==> src/verilog/smc_regs.vh <==
/*
 * Register map, field positions, character codes and limits of the
 * short message command matcher.
 * Assumes a 32-bit AHB-Lite slave port; every register is one aligned word.
 */
`ifndef SMC_REGS_VH
`define SMC_REGS_VH

// ****************************************
// Register byte offsets and text group numbers
// ****************************************
`define SMC_REG_CTRL 12'h000
`define SMC_REG_PWD 12'h004
`define SMC_REG_LEN 12'h008
`define SMC_REG_STAT 12'h00C
`define SMC_ON_BASE 5'h02
`define SMC_OFF_BASE 5'h03
`define SMC_VAL_BASE 5'h04
`define SMC_SND_BASE 5'h05

// ****************************************
// Control fields and reset values
// ****************************************
`define SMC_CTRL_WORD 0
`define SMC_CTRL_PWD 1
`define SMC_CTRL_OFF 2
`define SMC_CTRL_SND 3
`define SMC_CTRL_RST 4'h0
`define SMC_PWD_RST 16'h0000
`define SMC_LEN_ON_LSB 0
`define SMC_LEN_OFF_LSB 8
`define SMC_LEN_VAL_LSB 16
`define SMC_LEN_SND_LSB 24

// ****************************************
// Characters and limits
// ****************************************
`define SMC_CH_DOT 16'h002E
`define SMC_CH_SP 16'h0020
`define SMC_CH_EQ 16'h003D
`define SMC_CH_MINUS 16'h002D
`define SMC_CH_PLUS 16'h002B
`define SMC_CH_STAR 16'h002A
`define SMC_CH_0 16'h0030
`define SMC_CH_9 16'h0039
`define SMC_CH_LO 16'h0020
`define SMC_CH_HI7 16'h007E
`define SMC_CH_XLO 16'h00C0
`define SMC_CH_XHI 16'h00FF
`define SMC_TXT_MAX 6'h20
`define SMC_SND_MAX 5'h1C
`define SMC_PWD_DIGITS 7'h04
`define SMC_MAX_CMDS 4'hA
`define SMC_MSG_MAX 8'hA0
`define SMC_VAL_POS_MAX 20'h07FFF
`define SMC_VAL_NEG_MAX 20'h08000

`endif

==> src/verilog/smc_command_matcher.v <==
/*
 * Short message command matcher: parses the text of one received message,
 * checks password and sender, and drives one bit or one signed word output.
 * Assumes a receiver that pulses msg_start_i, then streams sender characters
 * (chr_sender_i high) and body characters, the last body one with chr_last_i.
 */
// Overview of operation
// - Bit mode: switch-on text found sets the bit output.
// - Bit mode: switch-off text found clears the bit output.
// - Reset input forces bit low over gate; gate low holds the bit.
// - Word mode: value text with valid value loads the word output.
// - Reset input clears word over gate; gate low holds the word.
// - Sender must match exactly; trailing star matches one or more characters, a lone star any sender.
// - Optional 4-digit code leads the message, followed by a dot.
// - With a sender configured, only matching senders change the output.
// - On and optional off text, or one value text, each up to 32 characters.
// - Values from -32768 to 32767, optional sign, after text and equals sign.
// - First non-blank character after equals sign not sign or digit makes command invalid.
// - At most ten commands per message are evaluated.
// - Split at dots, skip blanks beside dots, final dot optional.
// - Spaces or a dot after a value end it without error.
// - Only the first command for this block in a message acts.
// - Identical on and off texts switch the bit on.
// - Command texts hold only permitted seven-bit or accented codes.
// - Output changes only on an exact character match of a command text.
// - Bodies over 160 characters are dropped.
`timescale 1ns/1ps
`include "smc_regs.vh"

module smc_command_matcher #(
   parameter MSG_MAX = `SMC_MSG_MAX
) (
   input wire clk_sys_i,
   input wire nrst_i,
   input wire hsel_i,
   input wire [31:0] haddr_i,
   input wire [1:0] htrans_i,
   input wire hwrite_i,
   input wire [2:0] hsize_i,
   input wire [31:0] hwdata_i,
   input wire hready_i,
   output wire [31:0] hrdata_o,
   output wire hreadyout_o,
   output wire hresp_o,
   input wire msg_start_i,
   input wire chr_valid_i,
   input wire [15:0] chr_data_i,
   input wire chr_sender_i,
   input wire chr_last_i,
   input wire gate_i,
   input wire clear_i,
   output wire bit_o,
   output wire [15:0] word_o,
   output wire msg_done_o
);

   // ****************************************
   // States
   // ****************************************
   localparam ST_IDLE = 4'b0001;
   localparam ST_RECV = 4'b0010;
   localparam ST_CLOSE = 4'b0100;
   localparam ST_APPLY = 4'b1000;
   localparam V_TXT = 3'd0, V_EQ = 3'd1, V_SGN = 3'd2, V_NEED = 3'd3, V_DIG = 3'd4, V_TRL = 3'd5, V_ERR = 3'd6;
   localparam A_ON = 2'd1, A_OFF = 2'd2, A_VAL = 2'd3;

   // ****************************************
   // Bus slave
   // ****************************************
   reg [3:0] ctrl_ff;
   reg [15:0] pwd_ff;
   reg [5:0] on_len_ff, off_len_ff, val_len_ff;
   reg [4:0] snd_len_ff;
   reg [15:0] on_mem [0:31];
   reg [15:0] off_mem [0:31];
   reg [15:0] val_mem [0:31];
   reg [15:0] snd_mem [0:31];
   reg wr_ff;
   reg [11:0] waddr_ff;
   reg [31:0] hrdata_ff;
   reg hready_ff;
   reg bit_ff, done_ff, last_ok_ff;
   reg [15:0] word_ff;
   reg [3:0] st_ff, nxt_st;
   reg [31:0] rd_val;
   wire take = hsel_i && htrans_i[1] && hready_i;
   wire [4:0] widx = waddr_ff[6:2];
   wire [4:0] wgrp = waddr_ff[11:7];
   wire [15:0] wchr = hwdata_i[15:0];
   wire chr_ok = (wchr >= `SMC_CH_LO && wchr <= `SMC_CH_HI7) || (wchr >= `SMC_CH_XLO && wchr <= `SMC_CH_XHI);

   function [5:0] clamp6;
      input [5:0] v;
      begin
         clamp6 = (v > `SMC_TXT_MAX) ? `SMC_TXT_MAX : v;
      end
   endfunction

   always @* begin
      rd_val = 32'h0000_0000;
      case (haddr_i[11:7])
         5'h00: begin
            case (haddr_i[11:0])
               `SMC_REG_CTRL: rd_val = {28'h0000000, ctrl_ff};
               `SMC_REG_PWD: rd_val = {16'h0000, pwd_ff};
               `SMC_REG_LEN: rd_val = {3'h0, snd_len_ff, 2'h0, val_len_ff, 2'h0, off_len_ff, 2'h0, on_len_ff};
               `SMC_REG_STAT: rd_val = {word_ff, 13'h0000, st_ff != ST_IDLE, last_ok_ff, bit_ff};
               default: rd_val = 32'h0000_0000;
            endcase
         end
         `SMC_ON_BASE: rd_val = {16'h0000, on_mem[haddr_i[6:2]]};
         `SMC_OFF_BASE: rd_val = {16'h0000, off_mem[haddr_i[6:2]]};
         `SMC_VAL_BASE: rd_val = {16'h0000, val_mem[haddr_i[6:2]]};
         `SMC_SND_BASE: rd_val = {16'h0000, snd_mem[haddr_i[6:2]]};
         default: rd_val = 32'h0000_0000;
      endcase
   end

   always @(posedge clk_sys_i or negedge nrst_i) begin
      if (!nrst_i) begin
         wr_ff <= 1'b0;
         waddr_ff <= 12'h000;
         hrdata_ff <= 32'h0000_0000;
         hready_ff <= 1'b1;
         ctrl_ff <= `SMC_CTRL_RST;
         pwd_ff <= `SMC_PWD_RST;
         on_len_ff <= 6'h00;
         off_len_ff <= 6'h00;
         val_len_ff <= 6'h00;
         snd_len_ff <= 5'h00;
      end else begin
         hready_ff <= 1'b1;
         wr_ff <= take && hwrite_i;
         waddr_ff <= haddr_i[11:0];
         if (take && !hwrite_i) begin
            hrdata_ff <= rd_val;
         end
         if (wr_ff && waddr_ff == `SMC_REG_CTRL) begin
            ctrl_ff <= hwdata_i[3:0];
         end
         if (wr_ff && waddr_ff == `SMC_REG_PWD) begin
            pwd_ff <= hwdata_i[15:0];
         end
         if (wr_ff && waddr_ff == `SMC_REG_LEN) begin
            on_len_ff <= clamp6(hwdata_i[`SMC_LEN_ON_LSB +: 6]);
            off_len_ff <= clamp6(hwdata_i[`SMC_LEN_OFF_LSB +: 6]);
            val_len_ff <= clamp6(hwdata_i[`SMC_LEN_VAL_LSB +: 6]);
            snd_len_ff <= (hwdata_i[`SMC_LEN_SND_LSB +: 5] > `SMC_SND_MAX) ? `SMC_SND_MAX
               : hwdata_i[`SMC_LEN_SND_LSB +: 5];
         end
      end
   end

   // Text stores carry no reset; software loads them before enabling use
   always @(posedge clk_sys_i) begin
      if (wr_ff && chr_ok) begin
         if (wgrp == `SMC_ON_BASE) on_mem[widx] <= wchr;
         if (wgrp == `SMC_OFF_BASE) off_mem[widx] <= wchr;
         if (wgrp == `SMC_VAL_BASE) val_mem[widx] <= wchr;
      end
      if (wr_ff && wgrp == `SMC_SND_BASE) begin
         snd_mem[widx] <= wchr;
      end
   end

   assign hrdata_o = hrdata_ff;
   assign hreadyout_o = hready_ff;
   assign hresp_o = 1'b0;

   // ****************************************
   // Message parser
   // ****************************************
   reg [6:0] pos_ff, nxt_pos;
   reg seg_act_ff, nxt_seg_act;
   reg on_ok_ff, nxt_on_ok, off_ok_ff, nxt_off_ok, pwd_run_ff, nxt_pwd_run;
   reg [2:0] vph_ff, nxt_vph;
   reg vneg_ff, nxt_vneg;
   reg [16:0] vmag_ff, nxt_vmag;
   reg [3:0] cmd_cnt_ff, nxt_cmd_cnt;
   reg pwd_done_ff, nxt_pwd_done, pwd_ok_ff, nxt_pwd_ok;
   reg act_vld_ff, nxt_act_vld;
   reg [1:0] act_kind_ff, nxt_act_kind;
   reg [15:0] act_val_ff, nxt_act_val;
   reg [4:0] snd_idx_ff, nxt_snd_idx;
   reg snd_ok_ff, nxt_snd_ok, snd_wild_ff, nxt_snd_wild;
   reg [7:0] body_cnt_ff, nxt_body_cnt;
   reg too_long_ff, nxt_too_long;
   reg seg_close, seg_last, msg_clr;
   reg [19:0] acc;
   wire [15:0] c = chr_data_i;
   wire is_dig = c >= `SMC_CH_0 && c <= `SMC_CH_9;
   wire in_pwd = ctrl_ff[`SMC_CTRL_PWD] && !pwd_done_ff;
   wire [4:0] pi = pos_ff[4:0];
   wire [3:0] pdig = pwd_ff[15 - 4 * pi[1:0] -: 4];
   wire star_alone = snd_len_ff == 5'h01 && snd_mem[0] == `SMC_CH_STAR;
   wire snd_good = !ctrl_ff[`SMC_CTRL_SND] ||
      (snd_ok_ff && (snd_wild_ff || snd_idx_ff == snd_len_ff || star_alone));
   wire pwd_good = !ctrl_ff[`SMC_CTRL_PWD] || pwd_ok_ff;
   wire msg_ok = pwd_good && snd_good && !too_long_ff && act_vld_ff;

   always @* begin
      nxt_st = st_ff;
      nxt_pos = pos_ff;
      nxt_seg_act = seg_act_ff;
      nxt_on_ok = on_ok_ff;
      nxt_off_ok = off_ok_ff;
      nxt_pwd_run = pwd_run_ff;
      nxt_vph = vph_ff;
      nxt_vneg = vneg_ff;
      nxt_vmag = vmag_ff;
      nxt_cmd_cnt = cmd_cnt_ff;
      nxt_pwd_done = pwd_done_ff;
      nxt_pwd_ok = pwd_ok_ff;
      nxt_act_vld = act_vld_ff;
      nxt_act_kind = act_kind_ff;
      nxt_act_val = act_val_ff;
      nxt_snd_idx = snd_idx_ff;
      nxt_snd_ok = snd_ok_ff;
      nxt_snd_wild = snd_wild_ff;
      nxt_body_cnt = body_cnt_ff;
      nxt_too_long = too_long_ff;
      seg_close = 1'b0;
      seg_last = 1'b0;
      msg_clr = 1'b0;
      acc = {3'h0, vmag_ff} * 20'd10 + {16'h0000, c[3:0]};
      case (st_ff)
         ST_IDLE: begin
            if (msg_start_i) begin
               nxt_st = ST_RECV;
               msg_clr = 1'b1;
            end
         end
         ST_RECV: begin
            if (chr_valid_i && chr_sender_i) begin
               if (snd_idx_ff != 5'h1F) nxt_snd_idx = snd_idx_ff + 5'h01;
               if (!snd_wild_ff) begin
                  if (snd_idx_ff >= snd_len_ff) begin
                     nxt_snd_ok = 1'b0;
                  end else if (snd_mem[snd_idx_ff] == `SMC_CH_STAR && snd_idx_ff == snd_len_ff - 5'h01) begin
                     nxt_snd_wild = 1'b1;
                  end else if (snd_mem[snd_idx_ff] != c) begin
                     nxt_snd_ok = 1'b0;
                  end
               end
            end else if (chr_valid_i) begin
               if (body_cnt_ff == MSG_MAX) nxt_too_long = 1'b1;
               else nxt_body_cnt = body_cnt_ff + 8'h01;
               if (chr_last_i) nxt_st = ST_CLOSE;
               if (c == `SMC_CH_DOT) begin
                  seg_close = 1'b1;
               end else if (seg_act_ff || c != `SMC_CH_SP) begin
                  nxt_seg_act = 1'b1;
                  if (pos_ff != 7'h7F) nxt_pos = pos_ff + 7'h01;
                  if (in_pwd) begin
                     if (pos_ff < `SMC_PWD_DIGITS) begin
                        if (!is_dig || c[3:0] != pdig) nxt_pwd_run = 1'b0;
                     end else if (c != `SMC_CH_SP) begin
                        nxt_pwd_run = 1'b0;
                     end
                  end else begin
                     // Past the text length only blanks may follow, so a longer word never matches
                     if (pos_ff < {1'b0, on_len_ff}) begin
                        if (c != on_mem[pi]) nxt_on_ok = 1'b0;
                     end else if (c != `SMC_CH_SP) nxt_on_ok = 1'b0;
                     if (pos_ff < {1'b0, off_len_ff}) begin
                        if (c != off_mem[pi]) nxt_off_ok = 1'b0;
                     end else if (c != `SMC_CH_SP) nxt_off_ok = 1'b0;
                     case (vph_ff)
                        V_TXT: begin
                           if (val_len_ff == 6'h00 || c != val_mem[pi]) nxt_vph = V_ERR;
                           else if (pos_ff + 7'h01 == {1'b0, val_len_ff}) nxt_vph = V_EQ;
                        end
                        V_EQ: begin
                           if (c == `SMC_CH_EQ) nxt_vph = V_SGN;
                           else if (c != `SMC_CH_SP) nxt_vph = V_ERR;
                        end
                        V_SGN: begin
                           if (c == `SMC_CH_MINUS) begin
                              nxt_vneg = 1'b1;
                              nxt_vph = V_NEED;
                           end else if (c == `SMC_CH_PLUS) nxt_vph = V_NEED;
                           else if (is_dig) begin
                              nxt_vmag = {13'h0000, c[3:0]};
                              nxt_vph = V_DIG;
                           end else if (c != `SMC_CH_SP) nxt_vph = V_ERR;
                        end
                        V_NEED, V_DIG: begin
                           if (is_dig) begin
                              nxt_vmag = acc[16:0];
                              nxt_vph = V_DIG;
                              if (acc > (vneg_ff ? `SMC_VAL_NEG_MAX : `SMC_VAL_POS_MAX)) nxt_vph = V_ERR;
                           end else if (c == `SMC_CH_SP && vph_ff == V_DIG) nxt_vph = V_TRL;
                           else nxt_vph = V_ERR;
                        end
                        V_TRL: begin
                           if (c != `SMC_CH_SP) nxt_vph = V_ERR;
                        end
                        default: nxt_vph = V_ERR;
                     endcase
                  end
               end
            end
         end
         ST_CLOSE: begin
            seg_close = 1'b1;
            seg_last = 1'b1;
            nxt_st = ST_APPLY;
         end
         ST_APPLY: begin
            nxt_st = ST_IDLE;
         end
         default: nxt_st = ST_IDLE;
      endcase
      if (seg_close) begin
         if (in_pwd) begin
            nxt_pwd_done = 1'b1;
            nxt_pwd_ok = pwd_run_ff && pos_ff >= `SMC_PWD_DIGITS && !seg_last;
         end else if (seg_act_ff && cmd_cnt_ff != `SMC_MAX_CMDS) begin
            nxt_cmd_cnt = cmd_cnt_ff + 4'h1;
            if (!act_vld_ff) begin
               if (!ctrl_ff[`SMC_CTRL_WORD]) begin
                  // On is tested first so identical texts switch on
                  if (on_ok_ff && on_len_ff != 6'h00 && pos_ff >= {1'b0, on_len_ff}) begin
                     nxt_act_vld = 1'b1;
                     nxt_act_kind = A_ON;
                  end else if (ctrl_ff[`SMC_CTRL_OFF] && off_ok_ff && off_len_ff != 6'h00
                     && pos_ff >= {1'b0, off_len_ff}) begin
                     nxt_act_vld = 1'b1;
                     nxt_act_kind = A_OFF;
                  end
               end else if (vph_ff == V_DIG || vph_ff == V_TRL) begin
                  nxt_act_vld = 1'b1;
                  nxt_act_kind = A_VAL;
                  nxt_act_val = vneg_ff ? 16'h0000 - vmag_ff[15:0] : vmag_ff[15:0];
               end
            end
         end
      end
      if (seg_close || msg_clr) begin
         nxt_pos = 7'h00;
         nxt_seg_act = 1'b0;
         nxt_on_ok = 1'b1;
         nxt_off_ok = 1'b1;
         nxt_pwd_run = 1'b1;
         nxt_vph = V_TXT;
         nxt_vneg = 1'b0;
         nxt_vmag = 17'h00000;
      end
      if (msg_clr) begin
         nxt_cmd_cnt = 4'h0;
         nxt_pwd_done = 1'b0;
         nxt_pwd_ok = 1'b0;
         nxt_act_vld = 1'b0;
         nxt_act_kind = 2'd0;
         nxt_snd_idx = 5'h00;
         nxt_snd_ok = 1'b1;
         nxt_snd_wild = 1'b0;
         nxt_body_cnt = 8'h00;
         nxt_too_long = 1'b0;
      end
   end

   always @(posedge clk_sys_i or negedge nrst_i) begin
      if (!nrst_i) begin
         st_ff <= ST_IDLE;
         pos_ff <= 7'h00;
         seg_act_ff <= 1'b0;
         on_ok_ff <= 1'b1;
         off_ok_ff <= 1'b1;
         pwd_run_ff <= 1'b1;
         vph_ff <= V_TXT;
         vneg_ff <= 1'b0;
         vmag_ff <= 17'h00000;
         cmd_cnt_ff <= 4'h0;
         pwd_done_ff <= 1'b0;
         pwd_ok_ff <= 1'b0;
         act_vld_ff <= 1'b0;
         act_kind_ff <= 2'd0;
         act_val_ff <= 16'h0000;
         snd_idx_ff <= 5'h00;
         snd_ok_ff <= 1'b1;
         snd_wild_ff <= 1'b0;
         body_cnt_ff <= 8'h00;
         too_long_ff <= 1'b0;
      end else begin
         st_ff <= nxt_st;
         pos_ff <= nxt_pos;
         seg_act_ff <= nxt_seg_act;
         on_ok_ff <= nxt_on_ok;
         off_ok_ff <= nxt_off_ok;
         pwd_run_ff <= nxt_pwd_run;
         vph_ff <= nxt_vph;
         vneg_ff <= nxt_vneg;
         vmag_ff <= nxt_vmag;
         cmd_cnt_ff <= nxt_cmd_cnt;
         pwd_done_ff <= nxt_pwd_done;
         pwd_ok_ff <= nxt_pwd_ok;
         act_vld_ff <= nxt_act_vld;
         act_kind_ff <= nxt_act_kind;
         act_val_ff <= nxt_act_val;
         snd_idx_ff <= nxt_snd_idx;
         snd_ok_ff <= nxt_snd_ok;
         snd_wild_ff <= nxt_snd_wild;
         body_cnt_ff <= nxt_body_cnt;
         too_long_ff <= nxt_too_long;
      end
   end

   // ****************************************
   // Outputs
   // ****************************************
   wire apply = st_ff == ST_APPLY && msg_ok && gate_i;

   always @(posedge clk_sys_i or negedge nrst_i) begin
      if (!nrst_i) begin
         bit_ff <= 1'b0;
         word_ff <= 16'h0000;
         done_ff <= 1'b0;
         last_ok_ff <= 1'b0;
      end else begin
         done_ff <= st_ff == ST_APPLY;
         if (st_ff == ST_APPLY) last_ok_ff <= msg_ok;
         if (clear_i) begin
            bit_ff <= 1'b0;
            word_ff <= 16'h0000;
         end else if (apply) begin
            if (act_kind_ff == A_ON) bit_ff <= 1'b1;
            if (act_kind_ff == A_OFF) bit_ff <= 1'b0;
            if (act_kind_ff == A_VAL) word_ff <= act_val_ff;
         end
      end
   end

   assign bit_o = bit_ff;
   assign word_o = word_ff;
   assign msg_done_o = done_ff;

endmodule

==> config.mk <==
export PLATFORM = sky130hd
export DESIGN_NAME = smc_command_matcher
export DESIGN_NICKNAME = d
export VERILOG_FILES = /design/src/verilog/smc_command_matcher.v
export VERILOG_INCLUDE_DIRS = /design/src /design/src/verilog
export SDC_FILE = /design/constraint.sdc
export NUM_CORES = 2
export LEC_CHECK = 0
export ABC_AREA = 0
export BUFFER_PORTS_ARGS = -buffer_cell sky130_fd_sc_hd__buf_2
export CORE_UTILIZATION = 30
export DETAILED_ROUTE_END_ITERATION = 10
export GPL_ROUTABILITY_DRIVEN = 0
export PLACE_DENSITY_LB_ADDON = 0.12
export SLEW_MARGIN = 20
export SYNTH_ARGS = -nofsm -noshare
export SYNTH_HDL_FRONTEND = slang
export SYNTH_SLANG_ARGS = --single-unit
export TNS_END_PERCENT = 20
==> constraint.sdc <==
create_clock -name clk_sys_i -period 3.9 [get_ports clk_sys_i]
set_input_delay 0.78 -clock clk_sys_i [delete_from_list [all_inputs] [get_ports clk_sys_i]]
set_output_delay 0.78 -clock clk_sys_i [all_outputs]
set_load 0.02 [all_outputs]
# Word level (Yosys, flattened, before mapping)
# Memory sizes are Yosys's and may differ from the RTL's.
# Index checks and enable logic that the tools add are counted.
[word_totals] ram_bits=2048 ff_bits=184 n_memories=4 inputBits=96 output_inout_bits=52
[op_classes] mul=1 shifts=1 magnitude_cmp=18 n_eq_ne=69 mux=173 add_sub_neg=8 n_bitwise=2 n_reduce_logical=100
[mem_list] name="off_mem" depth=32 word_bits=16 read_ports=2 rd_ports_with_merged_regs=0 wr=1 line_no="smc_command_matcher.v:75" text="reg [15:0] off_mem [0:31];"
[mem_list] name="on_mem" depth=32 word_bits=16 read_ports=2 rd_ports_with_merged_regs=0 wr=1 line_no="smc_command_matcher.v:74" text="reg [15:0] on_mem [0:31];"
[mem_list] name="snd_mem" depth=32 word_bits=16 read_ports=3 rd_ports_with_merged_regs=0 wr=1 line_no="smc_command_matcher.v:77" text="reg [15:0] snd_mem [0:31];"
[mem_list] name="val_mem" depth=32 word_bits=16 read_ports=2 rd_ports_with_merged_regs=0 wr=1 line_no="smc_command_matcher.v:76" text="reg [15:0] val_mem [0:31];"
[ops] op="2-to-1 mux 17 bit" n=11
[ops] op="one-hot mux 32 bit (5 select lines)" n=1
[ops] op="one-hot mux 32 bit (4 select lines)" n=1
[ops] op="equality test 16 x 6 -> 1 bit (second input constant)" n=7
[ops] op="2-to-1 mux 1 bit" n=97
[ops] op="2-to-1 mux 16 bit" n=5
[ops] op="!= test 16 bit" n=4
[ops] op="2-to-1 mux 7 bit" n=7
[ops] op="2-to-1 mux 3 bit" n=15
[ops] op="2-to-1 mux 8 bit" n=5
[ops] op="equality test 12 x 4 -> 1 bit (second input constant)" n=3
[ops] op="one-hot mux 17 bit (2 select lines)" n=1
[ops] op="nonzero test 2 bit" n=17
[ops] op="indexed part select 19 x 33 -> 4 bit" n=1
[ops] op="greater-or-equal comparator 16 x 6 -> 1 bit (second input constant)" n=2
[ops] op="2-to-1 mux 4 bit" n=8
[ops] op="AND reduction 8 bit" n=4
[ops] op="logical AND 1 bit" n=31
[ops] op="2-to-1 mux 5 bit" n=5
[ops] op="equality test 12 x 3 -> 1 bit (second input constant)" n=2
[ops] op="logical NOT 12 bit" n=2
[ops] op="2-to-1 mux 2 bit" n=11
[ops] op="adder 20 x 4 -> 20 bit" n=1
[ops] op="equality test 5 x 2 -> 1 bit (second input constant)" n=4
[ops] op="65 further kinds" n=127

# Logic depth before layout (Yosys ltp)
[logic_depth] ltp_word=13 depth_mapped=19 mapped_depth_nobuf=19

# Least setup slack after synthesis
# Ideal clock, no wire load.
[synth_path] path_type="flip-flop to flip-flop" startpoint="register vmag_ff[1]" endpoint="register vph_ff[1]" period_less_slack_ns=4.285 slack_ns=-0.385 path_buffers=0 setup_ns=0.125 path_stages_with_launch=18 required_time_ns=3.775 arrival_time_ns=4.160 cell_sequence="dfrtp_1 ha_1 ha_1 fa_1 xor2_1 or3b_2 nor3_1 nand4_1 a31oi_1 xor2_1 ha_1 a21oi_1 nor2b_1 o31ai_1 o211ai_1 a31oi_1 o22ai_1 mux2_4"
[synth_between] elab_chain_cells=13
[synth_lines] element="from (decl)" line_no="smc_command_matcher.v:178" text="reg [16:0] vmag_ff, nxt_vmag;"
[synth_lines] element="from (signal assigned)" line_no="smc_command_matcher.v:394" text="vmag_ff <= nxt_vmag;"
[synth_lines] element="multiplier 17 x 3 -> 19 bit" line_no="smc_command_matcher.v:225" text="acc = {3'h0, vmag_ff} * 20'd10 + {16'h0000, c[3:0]};"
[synth_lines] element="adder 20 x 4 -> 20 bit" line_no="smc_command_matcher.v:225"
[synth_lines] element="greater-than comparator 20 x 16 -> 1 bit" line_no="smc_command_matcher.v:291" text="if (acc > (vneg_ff ? `SMC_VAL_NEG_MAX : `SMC_VAL_POS_MAX)) nxt_vph = V_ERR;"
[synth_lines] element="2-to-1 mux 2 bit" line_no="smc_command_matcher.v:291"
[synth_lines] element="2-to-1 mux 3 bit" line_no="smc_command_matcher.v:288" text="if (is_dig) begin"
[synth_lines] element="one-hot mux 3 bit (5 select lines)" line_no="smc_command_matcher.v:268" text="case (vph_ff)"
[synth_lines] element="2-to-1 mux 3 bit" line_no="smc_command_matcher.v:254" text="if (in_pwd) begin"
[synth_lines] element="2-to-1 mux 3 bit" line_no="smc_command_matcher.v:251" text="end else if (seg_act_ff || c != `SMC_CH_SP) begin"
[synth_lines] element="2-to-1 mux 3 bit" line_no="smc_command_matcher.v:249" text="if (c == `SMC_CH_DOT) begin"
[synth_lines] element="2-to-1 mux 3 bit" line_no="smc_command_matcher.v:245" text="end else if (chr_valid_i) begin"
[synth_lines] element="2-to-1 mux 3 bit" line_no="smc_command_matcher.v:234" text="if (chr_valid_i && chr_sender_i) begin"
[synth_lines] element="2-to-1 mux 3 bit" line_no="smc_command_matcher.v:226" text="case (st_ff)"
[synth_lines] element="2-to-1 mux 3 bit" line_no="smc_command_matcher.v:339" text="if (seg_close || msg_clr) begin"
[synth_lines] element="to (signal assigned)" line_no="smc_command_matcher.v:392" text="vph_ff <= nxt_vph;"
[synth_lines] element="to (decl)" line_no="smc_command_matcher.v:176" text="reg [2:0] vph_ff, nxt_vph;"
# No other way between the ends. The select of a mux whose other input is x is not followed.
# A chain may end at the register's enable or synchronous reset.

# Worst setup path in the final report
[layout_path] startpoint="register vmag_ff[3]" endpoint="register vph_ff[1]"
# Same word-level chain as after synthesis.

==> summary.txt <==
status: complete, but fails checks
flop-to-flop setup slack: -0.49 ns
Max-Cap Viols: 0
combinational share of power: 21.6%
FFs w/ async S/R, synth: 8.244%
Crit Path Max Fanout: 4
power density cells: 512.1 nW/um2
most frequent cells after synthesis: edfxtp_1, mux4_2, nor2_1
CP arrival: 5.18 ns
Num CTS Buffers: 272
Worst setup EP type: flop
Die Span Y: 596.6 um
post-layout util: 36.37%
first-pass GRT wire length: 547500 um
die area: 355900 um2
Post-synth EDFFs: 2048
Tot GR Track Use: 22.25%
initial core utilization: 30.26%
Final Instance Area: 127500 um2
vias in the first global route: 63740
Root Buffer: clkbuf_16
H-tree levels: 5
FF-to-FF Start: vmag_ff[3]$_DFFE_PN0P_
switching share of power: 27.45%
Placed Area: 118600 um2
clock sink total: 2232
Post-Syn Area: 106100 um2
Distinct cells, synth: 82
Clock power frac: 37.9%
hold path depth: 1
area of the core: 350500 um2
fillers: 32320
Iter 0 DRT Violations: 6643
post-route total power: 65.29 mW
failing checks: negative setup slack
largest net degree at the start of global routing: 136
Mapped Cells: 5524
Mean Syn Cell Area: 19.20 um2
NumNets Final: 6366
Hold Startpoint: haddr_i[9]
Slew Limit Headroom: 25.50%
top post-synthesis cells by area: edfxtp_1, mux4_2, dfrtp_1
Clock Latency Late Sink: 0.91 ns
FF-to-FF End: vph_ff[1]$_DFFE_PN0P_
Setup Crit Path Kind: reg -> reg
total number of vias: 61660
fin crit period: 4.387 ns
CP Launch Type: flop
Placed Cells: 10610
Pre-antenna DRT Iters: 7
initial antenna violation count: 24
WL per Instance: 35.99 um
DRT antenna net count: 0
most common cell in the netlist: edfxtp_1
final hold vios: 0
Worst Max-Slew Pin Slew: 1.117 ns
register bit total from synthesis: 2232
gr ovfl total: 0
WP data required: 4.69 ns
FMAX: 0.2279 GHz
final WL: 399900 um
register area share after synthesis: 62.34%
top cell type by total area after synthesis: edfxtp_1
synth-to-layout area growth: 20.22%
Synth Warn #: 0
fin crit share: 112.5%
HP Class: in -> reg
I/O pins: 148
top-area cell type share of the netlist area: 57.99%
switching pwr: 17.92 mW
Max IR drop VDD: 0.3969 mV
Avg Vias per Cell: 5.549
port bufs: 116
RSZ-0062 raised after global routing: true
R2R depth: 18
Place WS: -0.5265 ns
Pleak: 40.91 nW
DRC Markers: 0
Fin Setup TNS: -0.7876 ns
Power Internal: 47.37 mW
hold path endpoint: waddr_ff[9]$_DFF_PN0_
chip width: 596.6 um
Reg clk slew, reported paths: 0.06 ns
Final WS setup: -0.4869 ns
CTS tree: done
Syn Nets: 5698
FP Rows: 217
sequential fraction of design power: 40.5%
layout cells sized above 1: 40.46%
max-slew violation count: 0
final setup fails: 4
Non-Filler Instances: 11110
top_reg_cell synth: edfxtp_1
clk_skew: 0.04269 ns
DP HPWL: 251000 um
Max clock buf depth: 4
hold slack: 0.1060 ns
-- repair_timing --
item | CTS | global route
hold buffers | 5 | 0
setup buffers | 4 | 4
endpoints found under the hold margin | 81 | 0
pin swaps | 7 | 23
setup endpoints to repair | 7 | 7
resized for setup | 30 | 31
-- kinds of logic after synthesis --
kind of cell | after synthesis | share of synthesized area, %
adders and majority gates | 78 | 0.9344
muxes | 1433 | 27.60
AOI/OAI and AO/OA | 426 | 2.679
other | 2 | 0.007081
buffers and inverters | 437 | 1.793
and+or+nand+nor | 782 | 3.546
DFF | 2232 | 62.34
xor gates and xnor gates | 134 | 1.107
-- worst max-delay path, cell delays in order (launching register included) --
cell	delay [ns]
dfrtp_1	0.41
ha_4	0.25
ha_4	0.16
fa_2	0.42
a21o_4	0.25
a221oi_2	0.26
xnor2_1	0.19
and2_4	0.21
nand4_1	0.24
xnor2_2	0.22
ha_1	0.30
a21o_1	0.17
a21oi_2	0.11
nor2b_1	0.05
o31ai_1	0.28
o211ai_1	0.13
a31oi_1	0.23
o22ai_1	0.13
mux2_4	0.27
-- area by class of cell --
class | instances | area [um2] | area share, %
flip-flops and latches | 2232 | 66140 | 51.87
multi-input cells | 2855 | 38730 | 30.38
repair buffers | 792 | 8113 | 6.363
clock buffers | 362 | 7433 | 5.830
well taps | 4708 | 5891 | 4.620
clock inverters | 116 | 1021 | 0.8008
inverters | 39 | 146.4 | 0.1148
diodes | 7 | 17.52 | 0.01374
-- registers in the layout, indices dropped and copies added (netlist names), 5 cells and up --
| name | cells |
|---|---|
| pwd_ff | 16 |
| snd_len_ff | 5 |
| val_len_ff | 6 |
| snd_idx_ff | 5 |
| off_len_ff | 6 |
| on_len_ff | 6 |
| off_mem | 512 |
| act_val_ff | 16 |
| snd_mem | 512 |
| pos_ff | 7 |
| word_o | 16 |
| hrdata_o | 32 |
| vmag_ff | 17 |
| on_mem | 512 |
| val_mem | 512 |
| body_cnt_ff | 8 |
| waddr_ff | 12 |
-- power groups by stage --
stage               logic, mW  registers (mW)  clock network [mW]
floorplan                9.00            26.8                   0
global route             14.8            26.5                26.1
CTS                      14.2            26.5                25.3
finish                   14.1            26.5                24.7
global placement         14.2            27.0                   0
detailed placement       14.1            27.0                   0
-- worst max path at each step --
stage	start	end	slack, ns	cells past startpoint
after CTS	vmag_ff[3]$_DFFE_PN0P_	vph_ff[1]$_DFFE_PN0P_	-0.43	18
after detailed placement	vmag_ff[3]$_DFFE_PN0P_	vph_ff[1]$_DFFE_PN0P_	-0.53	19
after floorplan	vmag_ff[3]$_DFFE_PN0P_	vph_ff[1]$_DFFE_PN0P_	-0.13	17
final	vmag_ff[3]$_DFFE_PN0P_	vph_ff[1]$_DFFE_PN0P_	-0.49	18
after global placement	vmag_ff[3]$_DFFE_PN0P_	vph_ff[1]$_DFFE_PN0P_	-0.61	18
after global routing	vmag_ff[3]$_DFFE_PN0P_	vph_ff[1]$_DFFE_PN0P_	-0.67	19
-- layer usage --
| layer | up-vias | global-route usage, % | part of all wire [%] |
|---|---|---|---|
| met5 | - | 0 | 0.0043 |
| met4 | 2 | 5.810 | 2.8 |
| met3 | 476 | 3.312 | 5.8 |
| met2 | 2101 | 37.11 | 49 |
| met1 | 34180 | 30.36 | 43 |
| li1 | 24900 | - | - |
-- cell usage in the layout (no fill, tap or decap), types with 69 or more instances in the layout --
cell type / synthesis / routed
edfxtp_1: 2048 / 2048
mux4_2: 1186 / 1186
buf_4: 25 / 502
clkbuf_16: 0 / 279
nand2_1: 214 / 212
mux2i_1: 208 / 206
buf_12: 0 / 176
dfrtp_1: 179 / 171
nor2_2: 0 / 129
nor2_1: 252 / 123
buf_2: 52 / 94
o21ai_0: 85 / 83
a21oi_1: 80 / 78
xnor2_1: 80 / 76
ha_1: 76 / 72
clkbuf_1: 200 / 69
Power figures use the tool's default switching activity.
